File: config.mk
export PLATFORM = sky130hd
export DESIGN_NAME = nicdf_top
export DESIGN_NICKNAME = d
export VERILOG_FILES = /design/src/nicdf_pkg.sv /design/src/nicdf_top.sv
export SDC_FILE = /design/constraint.sdc
export NUM_CORES = 1
export LEC_CHECK = 0
export ABC_AREA = 1
export BUFFER_PORTS_ARGS = -buffer_cell sky130_fd_sc_hd__buf_4
export CAP_MARGIN = 20
export CORE_AREA = 2 2 279 281
export DETAILED_ROUTE_END_ITERATION = 16
export DIE_AREA = 0 0 281 283
export HOLD_SLACK_MARGIN = 0.02
export SKIP_CTS_REPAIR_TIMING = 1
export SLEW_MARGIN = 5
export SYNTH_ARGS = -nofsm -noshare
export SYNTH_HDL_FRONTEND = slang
export SYNTH_SLANG_ARGS = --single-unit
File: constraint.sdc
create_clock -name clock -period 19.5 [get_ports clock]
set_input_delay 0.975 -clock clock [delete_from_list [all_inputs] [get_ports clock]]
set_output_delay 0.975 -clock clock [all_outputs]
set_load 0.005 [all_outputs]
File: src/nicdf_pkg.sv
// constants, register map and timing for the dma, filter and framing block
//
// Functional notes
// - transmit length is 16 bits in two bytes
// - full programmed length sent, never truncated
// - ring first and end pages give bits 15:8
// - abort local dma when next page hits read page
// - write page restores dma pointers on errors
// - local dma address readable as two bytes
// - remote dma uses start address and count
// - low and high bytes of start and count
// - remote address steps two per word, one per byte
// - remote count drops two per word, one per byte
// - current remote address readable as two bytes
// - destination compared bytewise against station address
// - first destination bit marks multicast address
// - six crc msbs latched at last destination bit
// - hash selects one of 64 filter bits
// - transmit adds preamble, delimiter and fcs
// - receive strips preamble, keeps crc in memory
// - 62 alternating preamble bits before delimiter
// - receive aligns on two consecutive one bits
// - receive address wraps from end page to first
// - first page skips four bytes for status
// - standard 32-bit ethernet crc polynomial
package nicdf_pkg;
   // register indices on the 8-bit register port
   localparam logic [4:0] REG_TX_LEN_LO   = 5'h00;
   localparam logic [4:0] REG_TX_LEN_HI   = 5'h01;
   localparam logic [4:0] REG_TX_PAGE     = 5'h02;
   localparam logic [4:0] REG_RING_FIRST  = 5'h03;
   localparam logic [4:0] REG_RING_END    = 5'h04;
   localparam logic [4:0] REG_RING_READ   = 5'h05;
   localparam logic [4:0] REG_RING_WRITE  = 5'h06;
   localparam logic [4:0] REG_LDA_LO      = 5'h07;
   localparam logic [4:0] REG_LDA_HI      = 5'h08;
   localparam logic [4:0] REG_RSTART_LO   = 5'h09;
   localparam logic [4:0] REG_RSTART_HI   = 5'h0a;
   localparam logic [4:0] REG_RCOUNT_LO   = 5'h0b;
   localparam logic [4:0] REG_RCOUNT_HI   = 5'h0c;
   localparam logic [4:0] REG_RADDR_LO    = 5'h0d;
   localparam logic [4:0] REG_RADDR_HI    = 5'h0e;
   localparam logic [4:0] REG_CTRL        = 5'h0f;
   localparam logic [4:0] REG_STATION0    = 5'h10;
   localparam logic [4:0] REG_HASH0       = 5'h18;
   // control register bits
   localparam int CTRL_TX_GO   = 0;
   localparam int CTRL_RDMA_GO = 1;
   localparam int CTRL_WORD    = 2;
   localparam int CTRL_RX_EN   = 3;
   // crc
   localparam logic [31:0] CRC_POLY    = 32'h04c11db7;
   localparam logic [31:0] CRC_INIT    = 32'hffffffff;
   localparam logic [31:0] CRC_RESIDUE = 32'hc704dd7b;
   // framing
   localparam logic [5:0] PRE_LAST     = 6'h3f;
   localparam logic [5:0] PRE_ALT_BITS = 6'h3e;
   localparam logic [5:0] FCS_LAST     = 6'h1f;
   localparam logic [5:0] DEST_LAST    = 6'h2f;
   localparam logic [7:0] STATUS_SKIP  = 8'h04;
   localparam logic [2:0] DEST_BYTES   = 3'h6;
   localparam logic [7:0] RX_STAT_OK   = 8'h01;
   localparam logic [7:0] RX_STAT_MC   = 8'h20;
   // timing
   localparam int CLK_NS = 25;
   localparam int BIT_NS = 100;
   localparam int BIT_CYC = (BIT_NS + CLK_NS - 1) / CLK_NS;
endpackage : nicdf_pkg

File: src/nicdf_top.sv
// dma pointers, address filter and frame encapsulation of the nic core
`timescale 1ns/10ps
`default_nettype none

module nicdf_top (
   // clock and reset
   input  wire logic                       clock,
   input  wire logic                       sys_rst,
   // register port
   input  wire logic [4:0]                 reg_addr,
   input  wire logic [7:0]                 reg_wdata,
   input  wire logic                       reg_wr,
   input  wire logic                       reg_rd,
   output var  logic [7:0]                 reg_rdata,
   // local dma port to buffer memory
   output var  logic [15:0]                lmem_addr,
   output var  logic [7:0]                 lmem_wdata,
   output var  logic                       lmem_we,
   output var  logic                       lmem_re,
   input  wire logic [7:0]                 lmem_rdata,
   // remote dma steps
   output var  logic                       rdma_req,
   output var  logic [15:0]                rdma_addr,
   output var  logic                       rdma_word,
   input  wire logic                       rdma_ack,
   // serial nrz transmit
   output var  logic                       tx_bit,
   output var  logic                       tx_en,
   // serial nrz receive, from decoder pins
   input  wire logic                       rx_crs,
   input  wire logic                       rx_bit,
   input  wire logic                       rx_stb
);
   import nicdf_pkg::*;

   typedef enum logic [1:0] {T_IDLE, T_PRE, T_DATA, T_FCS} nicdf_tx_t;
   typedef enum logic [2:0] {R_IDLE, R_HUNT, R_DATA, R_HDR, R_DROP}
      nicdf_rx_t;

   function automatic logic [31:0] crc_step(input logic [31:0] c,
                                            input logic b);
      crc_step = {c[30:0], 1'b0} ^ ((c[31] ^ b) ? CRC_POLY : 32'h0);
   endfunction

   function automatic logic [7:0] page_next(input logic [7:0] p,
                                            input logic [7:0] first,
                                            input logic [7:0] last);
      page_next = (p + 8'h01 == last) ? first : p + 8'h01;
   endfunction

   ////////////////////////////////////////////////////////////////////////
   // registers
   logic [15:0] tx_length;
   logic [7:0]  tx_page;
   logic [7:0]  ring_first_page;
   logic [7:0]  ring_end_page;
   logic [7:0]  ring_read_page;
   logic [7:0]  ring_write_page;
   logic [15:0] remote_start;
   logic [15:0] remote_count;
   logic [7:0]  station_addr_bytes [0:5];
   logic [63:0] multicast_hash_filter;
   logic        word_mode;
   logic        rx_enable;

   logic [15:0] tx_addr;
   logic [15:0] rx_addr;
   logic [15:0] raddr;
   logic [15:0] rcnt;
   logic        rdma_busy;
   nicdf_tx_t   tx_st;
   nicdf_rx_t   rx_st;

   wire ctrl_wr   = reg_wr && reg_addr == REG_CTRL;
   wire tx_go     = ctrl_wr && reg_wdata[CTRL_TX_GO];
   wire rdma_go   = ctrl_wr && reg_wdata[CTRL_RDMA_GO];
   wire [15:0] lda = (tx_st != T_IDLE) ? tx_addr : rx_addr;
   wire [7:0] ctrl_rd = {4'h0, rx_enable, word_mode, rdma_busy,
                         tx_st != T_IDLE};
   wire hdr_done;
   wire [7:0] hdr_next_page;

   always_ff @(posedge clock or posedge sys_rst) begin
      if (sys_rst) begin
         tx_length       <= 16'h0000;
         tx_page         <= 8'h00;
         ring_first_page <= 8'h00;
         ring_end_page   <= 8'h00;
         ring_read_page  <= 8'h00;
         remote_start    <= 16'h0000;
         remote_count    <= 16'h0000;
         word_mode       <= 1'b0;
         rx_enable       <= 1'b0;
         multicast_hash_filter <= 64'h0;
         for (int i = 0; i < 6; i++) station_addr_bytes[i] <= 8'h00;
      end else if (reg_wr) begin
         unique case (reg_addr)
            REG_TX_LEN_LO:  tx_length[7:0]        <= reg_wdata;
            REG_TX_LEN_HI:  tx_length[15:8]       <= reg_wdata;
            REG_TX_PAGE:    tx_page               <= reg_wdata;
            REG_RING_FIRST: ring_first_page       <= reg_wdata;
            REG_RING_END:   ring_end_page         <= reg_wdata;
            REG_RING_READ:  ring_read_page        <= reg_wdata;
            REG_RSTART_LO:  remote_start[7:0]     <= reg_wdata;
            REG_RSTART_HI:  remote_start[15:8]    <= reg_wdata;
            REG_RCOUNT_LO:  remote_count[7:0]     <= reg_wdata;
            REG_RCOUNT_HI:  remote_count[15:8]    <= reg_wdata;
            REG_CTRL: begin
               word_mode <= reg_wdata[CTRL_WORD];
               rx_enable <= reg_wdata[CTRL_RX_EN];
            end
            default: begin
               if (reg_addr[4:3] == REG_STATION0[4:3] && reg_addr[2:0] < 3'h6)
                  station_addr_bytes[reg_addr[2:0]] <= reg_wdata;
               if (reg_addr[4:3] == REG_HASH0[4:3])
                  multicast_hash_filter[{reg_addr[2:0], 3'h0} +: 8]
                     <= reg_wdata;
            end
         endcase
      end
   end

   // write page: host sets it at init, device advances after each accepted packet
   always_ff @(posedge clock or posedge sys_rst) begin
      if (sys_rst)
         ring_write_page <= 8'h00;
      else if (reg_wr && reg_addr == REG_RING_WRITE)
         ring_write_page <= reg_wdata;
      else if (hdr_done)
         ring_write_page <= hdr_next_page;
   end

   logic [7:0] rd_mux;
   always_comb begin
      rd_mux = 8'h00;
      unique case (reg_addr)
         REG_TX_LEN_LO:  rd_mux = tx_length[7:0];
         REG_TX_LEN_HI:  rd_mux = tx_length[15:8];
         REG_TX_PAGE:    rd_mux = tx_page;
         REG_RING_FIRST: rd_mux = ring_first_page;
         REG_RING_END:   rd_mux = ring_end_page;
         REG_RING_READ:  rd_mux = ring_read_page;
         REG_RING_WRITE: rd_mux = ring_write_page;
         REG_LDA_LO:     rd_mux = lda[7:0];
         REG_LDA_HI:     rd_mux = lda[15:8];
         REG_RSTART_LO:  rd_mux = remote_start[7:0];
         REG_RSTART_HI:  rd_mux = remote_start[15:8];
         REG_RCOUNT_LO:  rd_mux = remote_count[7:0];
         REG_RCOUNT_HI:  rd_mux = remote_count[15:8];
         REG_RADDR_LO:   rd_mux = raddr[7:0];
         REG_RADDR_HI:   rd_mux = raddr[15:8];
         REG_CTRL:       rd_mux = ctrl_rd;
         default: begin
            if (reg_addr[4:3] == REG_STATION0[4:3] && reg_addr[2:0] < 3'h6)
               rd_mux = station_addr_bytes[reg_addr[2:0]];
            else if (reg_addr[4:3] == REG_HASH0[4:3])
               rd_mux = multicast_hash_filter[{reg_addr[2:0], 3'h0} +: 8];
         end
      endcase
   end

   always_ff @(posedge clock or posedge sys_rst) begin
      if (sys_rst)
         reg_rdata <= 8'h00;
      else
         reg_rdata <= reg_rd ? rd_mux : 8'h00;
   end

   ////////////////////////////////////////////////////////////////////////
   // remote dma: one step per ack, word steps only while two bytes remain
   wire [15:0] rstep = (word_mode && rcnt > 16'h0001) ? 16'h0002 : 16'h0001;

   always_ff @(posedge clock or posedge sys_rst) begin
      if (sys_rst) begin
         raddr     <= 16'h0000;
         rcnt      <= 16'h0000;
         rdma_busy <= 1'b0;
      end else if (rdma_go && !rdma_busy) begin
         raddr     <= remote_start;
         rcnt      <= remote_count;
         rdma_busy <= remote_count != 16'h0000;
      end else if (rdma_busy && rdma_req && rdma_ack) begin
         raddr     <= raddr + rstep;
         rcnt      <= rcnt - rstep;
         rdma_busy <= rcnt != rstep;
      end
   end

   always_ff @(posedge clock or posedge sys_rst) begin
      if (sys_rst) begin
         rdma_req  <= 1'b0;
         rdma_addr <= 16'h0000;
         rdma_word <= 1'b0;
      end else begin
         // request drops in the cycle the last ack is taken
         rdma_req  <= rdma_busy && !(rdma_req && rdma_ack && rcnt == rstep);
         rdma_addr <= (rdma_req && rdma_ack) ? raddr + rstep : raddr;
         rdma_word <= word_mode && ((rdma_req && rdma_ack) ?
                      rcnt - rstep > 16'h0001 : rcnt > 16'h0001);
      end
   end

   ////////////////////////////////////////////////////////////////////////
   // transmit: preamble, delimiter, programmed bytes, fcs
   logic [1:0]  tx_div;
   logic [5:0]  tx_bitn;
   logic [15:0] tx_left;
   logic [7:0]  tx_shift;
   logic [7:0]  tx_buf;
   logic [31:0] tx_crc;
   logic        re_d;

   wire tx_tick  = tx_div == 2'(BIT_CYC - 1);
   wire tx_load  = tx_tick && ((tx_st == T_PRE && tx_bitn == PRE_LAST) ||
                   (tx_st == T_DATA && tx_bitn[2:0] == 3'h7 &&
                    tx_left != 16'h0000));
   wire tx_start = tx_go && tx_st == T_IDLE && tx_length != 16'h0000;
   wire tx_fetch = tx_start || (tx_load && tx_left > 16'h0001);
   // preamble alternates 1,0 and the last two bits form the delimiter
   wire pre_bit  = (tx_bitn >= PRE_ALT_BITS) | ~tx_bitn[0];

   always_ff @(posedge clock or posedge sys_rst) begin
      if (sys_rst) begin
         tx_st   <= T_IDLE;
         tx_div  <= 2'h0;
         tx_bitn <= 6'h00;
         tx_left <= 16'h0000;
         tx_addr <= 16'h0000;
         tx_crc  <= CRC_INIT;
      end else begin
         tx_div <= (tx_st == T_IDLE || tx_tick) ? 2'h0 : tx_div + 2'h1;
         if (tx_fetch)
            tx_addr <= tx_start ? {tx_page, 8'h00} : tx_addr + 16'h0001;
         unique case (tx_st)
            T_IDLE: if (tx_start) begin
               tx_st   <= T_PRE;
               tx_bitn <= 6'h00;
               tx_left <= tx_length;
               tx_crc  <= CRC_INIT;
            end
            T_PRE: if (tx_tick) begin
               tx_bitn <= tx_bitn + 6'h01;
               if (tx_load) begin
                  tx_st   <= T_DATA;
                  tx_left <= tx_left - 16'h0001;
               end
            end
            T_DATA: if (tx_tick) begin
               tx_crc  <= crc_step(tx_crc, tx_shift[0]);
               tx_bitn <= tx_bitn + 6'h01;
               if (tx_load)
                  tx_left <= tx_left - 16'h0001;
               else if (tx_bitn[2:0] == 3'h7) begin
                  tx_st   <= T_FCS;
                  tx_bitn <= 6'h00;
               end
            end
            T_FCS: if (tx_tick) begin
               tx_crc  <= {tx_crc[30:0], 1'b0};
               tx_bitn <= tx_bitn + 6'h01;
               if (tx_bitn == FCS_LAST)
                  tx_st <= T_IDLE;
            end
         endcase
      end
   end

   always_ff @(posedge clock or posedge sys_rst) begin
      if (sys_rst) begin
         tx_shift <= 8'h00;
         tx_buf   <= 8'h00;
         re_d     <= 1'b0;
      end else begin
         re_d <= lmem_re;
         if (re_d)
            tx_buf <= lmem_rdata;
         if (tx_load)
            tx_shift <= tx_buf;
         else if (tx_tick && tx_st == T_DATA)
            tx_shift <= {1'b0, tx_shift[7:1]};
      end
   end

   logic tx_line;
   always_comb begin
      tx_line = 1'b0;
      unique case (tx_st)
         T_IDLE: tx_line = 1'b0;
         T_PRE:  tx_line = pre_bit;
         T_DATA: tx_line = tx_shift[0];
         T_FCS:  tx_line = ~tx_crc[31];
      endcase
   end

   always_ff @(posedge clock or posedge sys_rst) begin
      if (sys_rst) begin
         tx_bit <= 1'b0;
         tx_en  <= 1'b0;
      end else begin
         tx_bit <= tx_line;
         tx_en  <= tx_st != T_IDLE;
      end
   end

   ////////////////////////////////////////////////////////////////////////
   // receive pins: two flops each, edge detect after the second
   logic [1:0] crs_s, bit_s, stb_s;
   logic       stb_d;
   always_ff @(posedge clock or posedge sys_rst) begin
      if (sys_rst) begin
         crs_s <= 2'h0;
         bit_s <= 2'h0;
         stb_s <= 2'h0;
         stb_d <= 1'b0;
      end else begin
         crs_s <= {crs_s[0], rx_crs};
         bit_s <= {bit_s[0], rx_bit};
         stb_s <= {stb_s[0], rx_stb};
         stb_d <= stb_s[1];
      end
   end
   wire crs  = crs_s[1];
   wire rbit = bit_s[1];
   wire rstb = stb_s[1] && !stb_d;

   ////////////////////////////////////////////////////////////////////////
   // receive: align, filter, store into the page ring
   logic [7:0]  rx_sr;
   logic [2:0]  rx_bitc;
   logic [5:0]  rx_destc;
   logic [15:0] rx_len;
   logic [31:0] rx_crc;
   logic [5:0]  rx_hash;
   logic        rx_prev;
   logic        phys_ok;
   logic        first_dest_bit;
   logic        rx_accept;
   logic [1:0]  hdr_idx;

   wire [31:0] rx_crc_n  = crc_step(rx_crc, rbit);
   wire [7:0]  rx_byte   = {rbit, rx_sr[7:1]};
   wire        byte_done = rx_st == R_DATA && rstb && rx_bitc == 3'h7;
   wire        in_dest   = rx_len < 16'(DEST_BYTES);
   wire        st_match  = rx_byte == station_addr_bytes[rx_len[2:0]];
   wire        last_dest = rx_len == 16'(DEST_BYTES - 3'h1);
   // multicast bit sits in bit 0 of the first byte
   wire        mc_now    = (rx_len == 16'h0000) ? rx_byte[0] : first_dest_bit;
   wire        hash_hit  = multicast_hash_filter[rx_hash];
   // address write lands in the byte cell, then steps and may wrap the page
   wire        page_end  = rx_addr[7:0] == 8'hff;
   wire [7:0]  next_pg   = page_next(rx_addr[15:8], ring_first_page,
                                     ring_end_page);
   wire        ring_full = byte_done && page_end &&
                           next_pg == ring_read_page;
   wire        good_end  = !crs && rx_accept && !in_dest &&
                           rx_crc == CRC_RESIDUE;
   assign hdr_next_page = (rx_addr[7:0] == 8'h00) ? rx_addr[15:8] :
                          page_next(rx_addr[15:8], ring_first_page,
                                    ring_end_page);
   assign hdr_done = rx_st == R_HDR && hdr_idx == 2'h3;

   logic [7:0] hdr_byte;
   always_comb begin
      hdr_byte = 8'h00;
      unique case (hdr_idx)
         2'h0: hdr_byte = first_dest_bit ? RX_STAT_MC | RX_STAT_OK
                                         : RX_STAT_OK;
         2'h1: hdr_byte = hdr_next_page;
         2'h2: hdr_byte = rx_len[7:0];
         2'h3: hdr_byte = rx_len[15:8];
      endcase
   end

   always_ff @(posedge clock or posedge sys_rst) begin
      if (sys_rst) begin
         rx_st <= R_IDLE;
         rx_addr <= 16'h0000;
         rx_sr <= 8'h00;
         rx_bitc <= 3'h0;
         rx_destc <= 6'h00;
         rx_len <= 16'h0000;
         rx_crc <= CRC_INIT;
         rx_hash <= 6'h00;
         rx_prev <= 1'b0;
         phys_ok <= 1'b0;
         first_dest_bit <= 1'b0;
         rx_accept <= 1'b0;
         hdr_idx <= 2'h0;
      end else begin
         unique case (rx_st)
            R_IDLE: if (crs && rx_enable && tx_st == T_IDLE) begin
               rx_st   <= R_HUNT;
               rx_prev <= 1'b0;
            end
            R_HUNT: if (!crs)
               rx_st <= R_IDLE;
            else if (rstb) begin
               rx_prev <= rbit;
               if (rbit && rx_prev) begin
                  rx_st    <= R_DATA;
                  rx_addr  <= {ring_write_page, STATUS_SKIP};
                  rx_bitc  <= 3'h0;
                  rx_destc <= 6'h00;
                  rx_len   <= 16'h0000;
                  rx_crc   <= CRC_INIT;
                  phys_ok  <= 1'b1;
               end
            end
            R_DATA: if (!crs) begin
               // frame ends: keep only clean, accepted frames
               rx_st   <= good_end ? R_HDR : R_DROP;
               hdr_idx <= 2'h0;
               if (!good_end)
                  rx_addr <= {ring_write_page, 8'h00};
            end else if (rstb) begin
               rx_sr   <= rx_byte;
               rx_bitc <= rx_bitc + 3'h1;
               rx_crc  <= rx_crc_n;
               if (in_dest)
                  rx_destc <= rx_destc + 6'h01;
               if (in_dest && rx_destc == DEST_LAST)
                  rx_hash <= rx_crc_n[31:26];
               if (byte_done) begin
                  rx_len  <= rx_len + 16'h0001;
                  rx_addr <= page_end ? {next_pg, 8'h00}
                                      : rx_addr + 16'h0001;
                  if (rx_len == 16'h0000)
                     first_dest_bit <= rx_byte[0];
                  if (in_dest)
                     phys_ok <= phys_ok && st_match;
                  if (last_dest)
                     rx_accept <= mc_now ? 1'b0 : phys_ok && st_match;
                  if (ring_full) begin
                     rx_st   <= R_DROP;
                     rx_addr <= {ring_write_page, 8'h00};
                  end
               end
               if (rx_len == 16'(DEST_BYTES) && rx_bitc == 3'h0 &&
                   first_dest_bit)
                  rx_accept <= hash_hit;
            end
            R_HDR: begin
               hdr_idx <= hdr_idx + 2'h1;
               if (hdr_done) begin
                  rx_st   <= R_DROP;
                  rx_addr <= {hdr_next_page, 8'h00};
               end
            end
            R_DROP: if (!crs)
               rx_st <= R_IDLE;
            default: rx_st <= R_IDLE;
         endcase
      end
   end

   ////////////////////////////////////////////////////////////////////////
   // local memory port, registered
   wire rx_accept_or_dest = in_dest || rx_accept || first_dest_bit;
   wire rx_we = byte_done && rx_accept_or_dest;

   always_ff @(posedge clock or posedge sys_rst) begin
      if (sys_rst) begin
         lmem_addr  <= 16'h0000;
         lmem_wdata <= 8'h00;
         lmem_we    <= 1'b0;
         lmem_re    <= 1'b0;
      end else begin
         lmem_re <= tx_fetch;
         lmem_we <= rx_we || rx_st == R_HDR;
         if (tx_fetch)
            lmem_addr <= tx_start ? {tx_page, 8'h00} : tx_addr + 16'h0001;
         else if (rx_st == R_HDR)
            lmem_addr <= {ring_write_page, 6'h00, hdr_idx};
         else
            lmem_addr <= rx_addr;
         lmem_wdata <= (rx_st == R_HDR) ? hdr_byte : rx_byte;
      end
   end

endmodule // nicdf_top

`default_nettype wire

==> impl_metrics.ini, run 1 <==
[sta]
unrepaired_setup_endpoints_after_global_routing = no
timing.final.max_slew_violations = 0
worst_pin_slew_ns = 1.14
crit_path_time_final_ns = 4.32
min_period_over_period_pct = 22.2
tns_ns = 0
hold_ws_ns = 0.348
fmaxAchievable_mhz = 231
max-slew-margin-rel_pct = 24.1
final.setup_skew_ns = 0.0169
finalSetupViolations = 0
timing.final.hold_violations = 0

[global_routing]
congestion_overflow_gr = 0
grt_max_degree = 132
globalRouteTotalUtil_pct = 20.5
initial_antenna_violation_count = 2
grt_pass1_wl_mm = 129
first_global_vias = 21800

[worst_setup_path]
timing.critical_path.slowest_cell_delay_ns = 0.90
ff2ff_path_depth = 12
crit_required_ns = 20.02
r2r-start = rx_st[2]$_DFFE_PP0P_
crit_path_max_fanout = 46
worst_setup_path_start_kind = flip-flop
cpMaxStageDelayCell = sky130_fd_sc_hd__clkinv_1
critical_path_class = reg -> reg
crit_path_end_kind = flip-flop
worstPathCellList = inv_1 > nand2_2 > nor2_2 > inv_1 > nor2_4 > buf_12 > inv_1 > a21oi_1 > clkinv_1 > a21oi_1 > nor2_1 > a21oi_1
crit_path_start = rx_st[2]$_DFFE_PP0P_
arrival_ns = 4.84

[logic_synthesis]
ys_dominant_reg_cell = sky130_fd_sc_hd__dfrtp_1
ys_async_sr_fraction_pct = 100
count_leader_synth = sky130_fd_sc_hd__nand2_1
number_of_register_bits_inferred_by_synthesis = 482
post_synthesis_instance_total = 3215
yosys.area.top_type_share_pct = 40.6
yosys.area.top_type = sky130_fd_sc_hd__dfrtp_1
yosys_warnings = 0
yosys.cell_types.count = 64
mappedNetlistArea_um2 = 25800
synth_edf_count = 0
synth.avg_cell_area_um2 = 8.02
synth-seq-area-share_pct = 47.1
synth.net_count = 3282
leading_post_synthesis_cells_by_cell_area = sky130_fd_sc_hd__dfrtp_1 41%, sky130_fd_sc_hd__o21ai_0 9.5%, sky130_fd_sc_hd__nand2_1 9.3%
ys_top_cells_by_count = 639 x sky130_fd_sc_hd__nand2_1, 491 x sky130_fd_sc_hd__o21ai_0, 418 x sky130_fd_sc_hd__dfrtp_1, 355 x sky130_fd_sc_hd__inv_1, 271 x sky130_fd_sc_hd__nor2_1

[clocking]
cts_inserted_buffers = 52
cts_buffer_depth = 3
tritoncts = yes
cts_num_sinks = 482
cts_root_buffer = sky130_fd_sc_hd__clkbuf_16
clk_latency_ns = 0.61
htree_num_levels = 2
clkTransAtPathRegs_ns = 0.06

[routing]
drt_pass1_iterations = 6
drt-vias-per-instance = 5.31
dr.first_iter.drc_count = 2332
antenna_left = 0
route.detailed.wl_per_inst_um = 19.0
routed_wirelength_mm = 82.1
drc_errors = 0
routed-via-count = 22900

[power_and_ir_drop]
power.density_nw_per_um2 = 93.9
static-leakage-power_nw = 12.9
vdd_drop_max_mv = 0.0580

[placed_design]
globalplace.congestion = 0.987
place_hpwl_mm = 58.4
number_of_buffer_cells_added_on_primary_ports = 82

[floorplanning]
core_area_um2 = 76700
floorplan.initialDensity_pct = 33.6
die-area_um2 = 79500
rows = 102
die_h_um = 283
die_w_um = 281
io_pins = 83

[finish]
fraction_of_final_layout_cells_with_drive_strength_greater_than_1_pct = 11.1
nNetsFinal = 3299
finish.utilization_pct = 38.0
syn_to_final_growth_pct = 12.9

[min_path]
hold_path_class = reg -> reg
holdPathStages = 0
worst_hold_startpoint = stb_s[0]$_DFF_PP0_

[status]
status = complete, no violations

[flow_run]
max_cap_violations = 0
==> cells in the final DEF, fill, tap and decap left out, types with 50 or more instances in the layout <==
master / instances
sky130_fd_sc_hd__nor2_1: 267
sky130_fd_sc_hd__xor2_1: 50
sky130_fd_sc_hd__o21ai_0: 491
sky130_fd_sc_hd__a21oi_1: 114
sky130_fd_sc_hd__o221ai_1: 59
sky130_fd_sc_hd__nand2_1: 639
sky130_fd_sc_hd__buf_4: 100
sky130_fd_sc_hd__clkbuf_16: 53
sky130_fd_sc_hd__dfstp_2: 64
sky130_fd_sc_hd__nand3_1: 138
sky130_fd_sc_hd__dfrtp_1: 418
sky130_fd_sc_hd__inv_1: 354
==> cell type report <==
class	instances	area (µm²)
Antenna cell	1	2.50
Clock buffer	69	1470
Multi-Input combinational cell	2217	11700
Sequential cell	482	12100
Timing Repair Buffer	105	813
Tap cell	1040	1300
Fill cell	7848	47600
Inverter	374	1410
Clock inverter	27	309
==> registers in the layout (all words and copies together), names as in the netlist, 32 cells and up <==
name	flops
multicast_hash_filter	64
rx_crc	32
station_addr_bytes	48
tx_crc	32
==> critical path: cells and delay by family, from the launching register on <==
kind / cells / cell delay, ns
AOI/OAI and AO/OA: 3 / 1.23
buffers and inverters: 5 / 1.61
DFF: 1 / 0.41
and+or+nand+nor: 4 / 0.96
==> path summary, 6_finish.rpt <==
kind                                                          to  slack (ns)
setup / recovery                             phys_ok$_DFFE_PP0P_       15.18
hold / removal                                stb_s[1]$_DFF_PP0_        0.35
setup reg to reg                             phys_ok$_DFFE_PP0P_       15.18
hold reg to reg                               stb_s[1]$_DFF_PP0_        0.35
max in group asynchronous                  tx_buf[1]$_DFFE_PP0P_       16.51
min in group asynchronous  multicast_hash_filter[39]$_DFFE_PP0P_        0.49
==> per-layer routing <==
metal	part of all wire, %	vias to the layer above	track usage [%]
li1	-	10900	-
met1	44	11100	28.7
met2	46	815	32.5
met3	6.3	142	2.80
met4	3.1	0	6.62
met5	0	-	0
==> where the power goes <==
group,internal (mW),switching [mW]
Sequential,1.13,0.120
Combinational,0.163,0.287
Clock,0.609,0.428
Total,1.90,0.834
==> per-stage QoR <==
| step | total power [mW] | instances | setup WS (ns) | area [µm²] |
|---|---|---|---|---|
| floorplan | 1.52 | 3215 | 5.18 | 25800 |
| global placement | 1.70 | 4213 | 14.81 | 27300 |
| detailed placement | 1.70 | 4215 | 14.72 | 27300 |
| CTS | 2.75 | 4311 | 14.68 | 29100 |
| global route | 2.87 | 4315 | 14.70 | 29100 |
| finish | 2.73 | 4315 | 15.18 | 29100 |
==> cells by family (layout without fill, tap and decap cells) <==
kind of cell / Yosys count / count (layout) / share of synthesized area [%]
muxes: 7 / 7 / 0.306
AOI/OAI and AO/OA: 882 / 882 / 20.0
buffers and inverters: 516 / 575 / 7.71
adders and majority gates: 38 / 38 / 1.90
xor gates and xnor gates: 57 / 57 / 1.94
other: 0 / 1 / 0
DFF: 482 / 482 / 47.1
and+or+nand+nor: 1233 / 1233 / 21.1
Power figures use the tool's default switching activity.
==> inputs of run 2 (changes only) <==
- ABC_AREA: 1 -> 0
- clock period: 19.5 -> 3.7 ns (I/O delays scaled with it)
==> run 2 against run 1 <==
  * The flow now finishes with violations (setup timing)
  * Worst hold slack worse by 0.30 ns
  * Routed wire length is 2.6% lower
  * Sequential share of layout area is 2.0 points lower
  * Final area is 5.1% higher
  * Flip-flop and latch count stayed put
  * Clock skew is 0.021 ns higher
  * Power grew to 5.5 times the previous value
  * Sequential power grew to 5.2 times the previous value
  * Critical path depth is 2 higher
  * Synthesized cell count is 22% lower
  * Critical path type unchanged
  * Highest routed layer unchanged
==> impl_metrics.ini, run 2 <==
[worst_setup_path]
crit_path_end_kind = flip-flop
cpMaxStageDelayCell = sky130_fd_sc_hd__or4_4
crit_path_start = rcnt[4]$_DFFE_PP0P_
r2r-start = rcnt[4]$_DFFE_PP0P_
endpoint = rcnt[12]$_DFFE_PP0P_
worst_setup_slack_for_register_to_register_paths_ns = -0.58
crit_required_ns = 4.25
arrival_ns = 4.84
worst_setup_path_start_kind = flip-flop
ff2ff_path_depth = 14
critical_path_class = reg -> reg
critical_path.reg2reg.endpoint = rcnt[12]$_DFFE_PP0P_
crit_path_max_fanout = 4
timing.critical_path.slowest_cell_delay_ns = 0.55
worstPathCellList = or4_4 > or4_4 > or4_4 > o21ai_4 > ha_2 > inv_2 > fa_2 > or3_4 > or2_4 > or3_4 > or3_4 > buf_6 > nor3_4 > a221o_1

[clocking]
htree_num_levels = 2
clkTransAtPathRegs_ns = 0.06
cts_num_sinks = 482
cts_buffer_depth = 3
tritoncts = yes
clk_latency_ns = 0.62
cts_root_buffer = sky130_fd_sc_hd__clkbuf_16
cts_inserted_buffers = 55

[routing]
route.detailed.wl_per_inst_um = 21.4
dr.first_iter.drc_count = 2275
routed_wirelength_mm = 80.0
antenna_left = 0
routed-via-count = 20900
drt_pass1_iterations = 6
drc_errors = 0
drt-vias-per-instance = 5.58

[logic_synthesis]
count_leader_synth = sky130_fd_sc_hd__dfrtp_1
post_synthesis_instance_total = 2496
ys_async_sr_fraction_pct = 100
leading_post_synthesis_cells_by_cell_area = sky130_fd_sc_hd__dfrtp_1 41%, sky130_fd_sc_hd__mux2_2 10%, sky130_fd_sc_hd__dfstp_2 6.5%
yosys_warnings = 0
number_of_register_bits_inferred_by_synthesis = 482
mappedNetlistArea_um2 = 25700
ys_dominant_reg_cell = sky130_fd_sc_hd__dfrtp_1
synth.net_count = 2563
yosys.area.top_type_share_pct = 40.6
ys_top_cells_by_count = 418 x sky130_fd_sc_hd__dfrtp_1, 286 x sky130_fd_sc_hd__nand2_1, 228 x sky130_fd_sc_hd__mux2_2, 204 x sky130_fd_sc_hd__nor2_1, 154 x sky130_fd_sc_hd__o21ai_0
synth-seq-area-share_pct = 47.2
synth_edf_count = 0
yosys.cell_types.count = 90
synth.avg_cell_area_um2 = 10.3
yosys.area.top_type = sky130_fd_sc_hd__dfrtp_1

[global_routing]
grt_pass1_wl_mm = 124
grt_max_degree = 96
first_global_vias = 20600
initial_antenna_violation_count = 1
globalRouteTotalUtil_pct = 19.9
congestion_overflow_gr = 0

[power_and_ir_drop]
cellInternalPower_mw = 10.7
power.combinational.fraction_pct = 18.1
p_sw_mw = 4.27
static-leakage-power_nw = 13.2
post-layout-total-power_mw = 14.9
power.switching_fraction_pct = 28.6
power.density_nw_per_um2 = 487
p_clk_share_pct = 38.1
vdd_drop_max_mv = 0.374
sequential_group_share_of_total_power_pct = 43.8

[status]
violations = setup timing
status = complete, but fails checks

[floorplanning]
die-area_um2 = 79500
die_h_um = 283
io_pins = 83
floorplan.initialDensity_pct = 33.6
die_w_um = 281
rows = 102
core_area_um2 = 76700

[sta]
hold_ws_ns = 0.0482
final.setup_skew_ns = 0.0379
fmaxAchievable_mhz = 233
worst_pin_slew_ns = 0.997
setup_slack_ns = -0.584
min_period_over_period_pct = 116
finalSetupViolations = 22
unrepaired_setup_endpoints_after_global_routing = yes
crit_path_time_final_ns = 4.28
max-slew-margin-rel_pct = 33.4
timing.final.hold_violations = 0
timing.final.max_slew_violations = 0

[finish]
largest_registers = multicast_hash_filter x64, station_addr_bytes x48
fin_area_um2 = 30600
layout_common_cells = 417 x sky130_fd_sc_hd__dfrtp_1, 281 x sky130_fd_sc_hd__nand2_1, 228 x sky130_fd_sc_hd__mux2_2
final_common_cell = sky130_fd_sc_hd__dfrtp_1
fraction_of_final_layout_cells_with_drive_strength_greater_than_1_pct = 27.5
finish.utilization_pct = 39.9
syn_to_final_growth_pct = 19.0
largest_register = multicast_hash_filter
nNetsFinal = 2722
largest_register_ff_count = 64
fillers = 7410

[min_path]
hold_path_class = in -> reg

[placed_design]
globalplace.congestion = 0.938
preCtsSetupSlack_ns = -0.646
placed_area_um2 = 28400
number_of_buffer_cells_added_on_primary_ports = 82
place_hpwl_mm = 56.9

[flow_run]
max_cap_violations = 0
-- run 2: area by class of cell --
class | instances | area [µm²] | area share [%]
multi-input cells | 1812 | 13100 | 42.8
clock buffers | 74 | 1550 | 5.06
diodes | 1 | 2.50 | 0.00817
repair buffers | 245 | 1940 | 6.34
clock inverters | 28 | 360 | 1.18
well taps | 1040 | 1300 | 4.25
flip-flops and latches | 482 | 12100 | 39.7
inverters | 59 | 225 | 0.736
-- run 2: stage by stage --
stage,instances,TNS [ns]
2_1_floorplan,2496,-1319.55
3_3_place_gp,3619,-5.02
3_5_place_dp,3619,-6.16
4_1_cts,3721,-6.51
5_1_grt,3741,-9.69
6_report,3741,-6.25
-- run 2: worst max-delay path: cells and delay by family, from the launching register on --
family                     cells  cell delay, ns
and+or+nand+nor                8            2.84
buffers and inverters          2            0.17
DFF                            1            0.38
adders and majority gates      2            0.55
AOI/OAI and AO/OA              2            0.28
-- run 2: logic make-up (layout without fill, tap and decap cells) --
family	after synthesis	after routing	synth area share, %
other	0	1	0
AOI/OAI and AO/OA	568	568	14.4
adders and majority gates	38	38	1.91
muxes	309	309	15.4
xor gates and xnor gates	95	95	3.37
buffers and inverters	202	406	3.01
and+or+nand+nor	802	802	14.7
DFF	482	482	47.2
-- run 2: metal layers --
layer	share of wire (%)	up-vias	GRT usage, %
met5	0	-	0
met1	44	10600	27.4
met2	47	664	31.9
met4	2.9	0	6.18
li1	-	9455	-
met3	6.1	132	3.13
-- run 2: worst min path at each step --
stage / cells after the start / endpoint / startpoint / slack [ns]
2_1_floorplan: 0 / bit_s[0]$_DFF_PP0_ / rx_bit / 0.22
3_3_place_gp: 1 / stb_s[0]$_DFF_PP0_ / rx_stb / 0.31
3_5_place_dp: 1 / stb_s[0]$_DFF_PP0_ / rx_stb / 0.31
4_1_cts: 1 / crs_s[0]$_DFF_PP0_ / rx_crs / -0.34
5_1_grt: 3 / ring_write_page[0]$_DFFE_PP0P_ / reg_wdata[0] / 0.04
6_report: 3 / ring_write_page[7]$_DFFE_PP0P_ / reg_wdata[7] / 0.05
-- run 2: power groups by stage --
stage	Combinational (mW)	Clock, mW	Sequential [mW]
2_1_floorplan	1.66	0	6.30
3_3_place_gp	2.50	0	6.58
3_5_place_dp	2.55	0	6.60
4_1_cts	2.56	5.82	6.51
5_1_grt	2.94	6.05	6.59
6_report	2.70	5.68	6.54
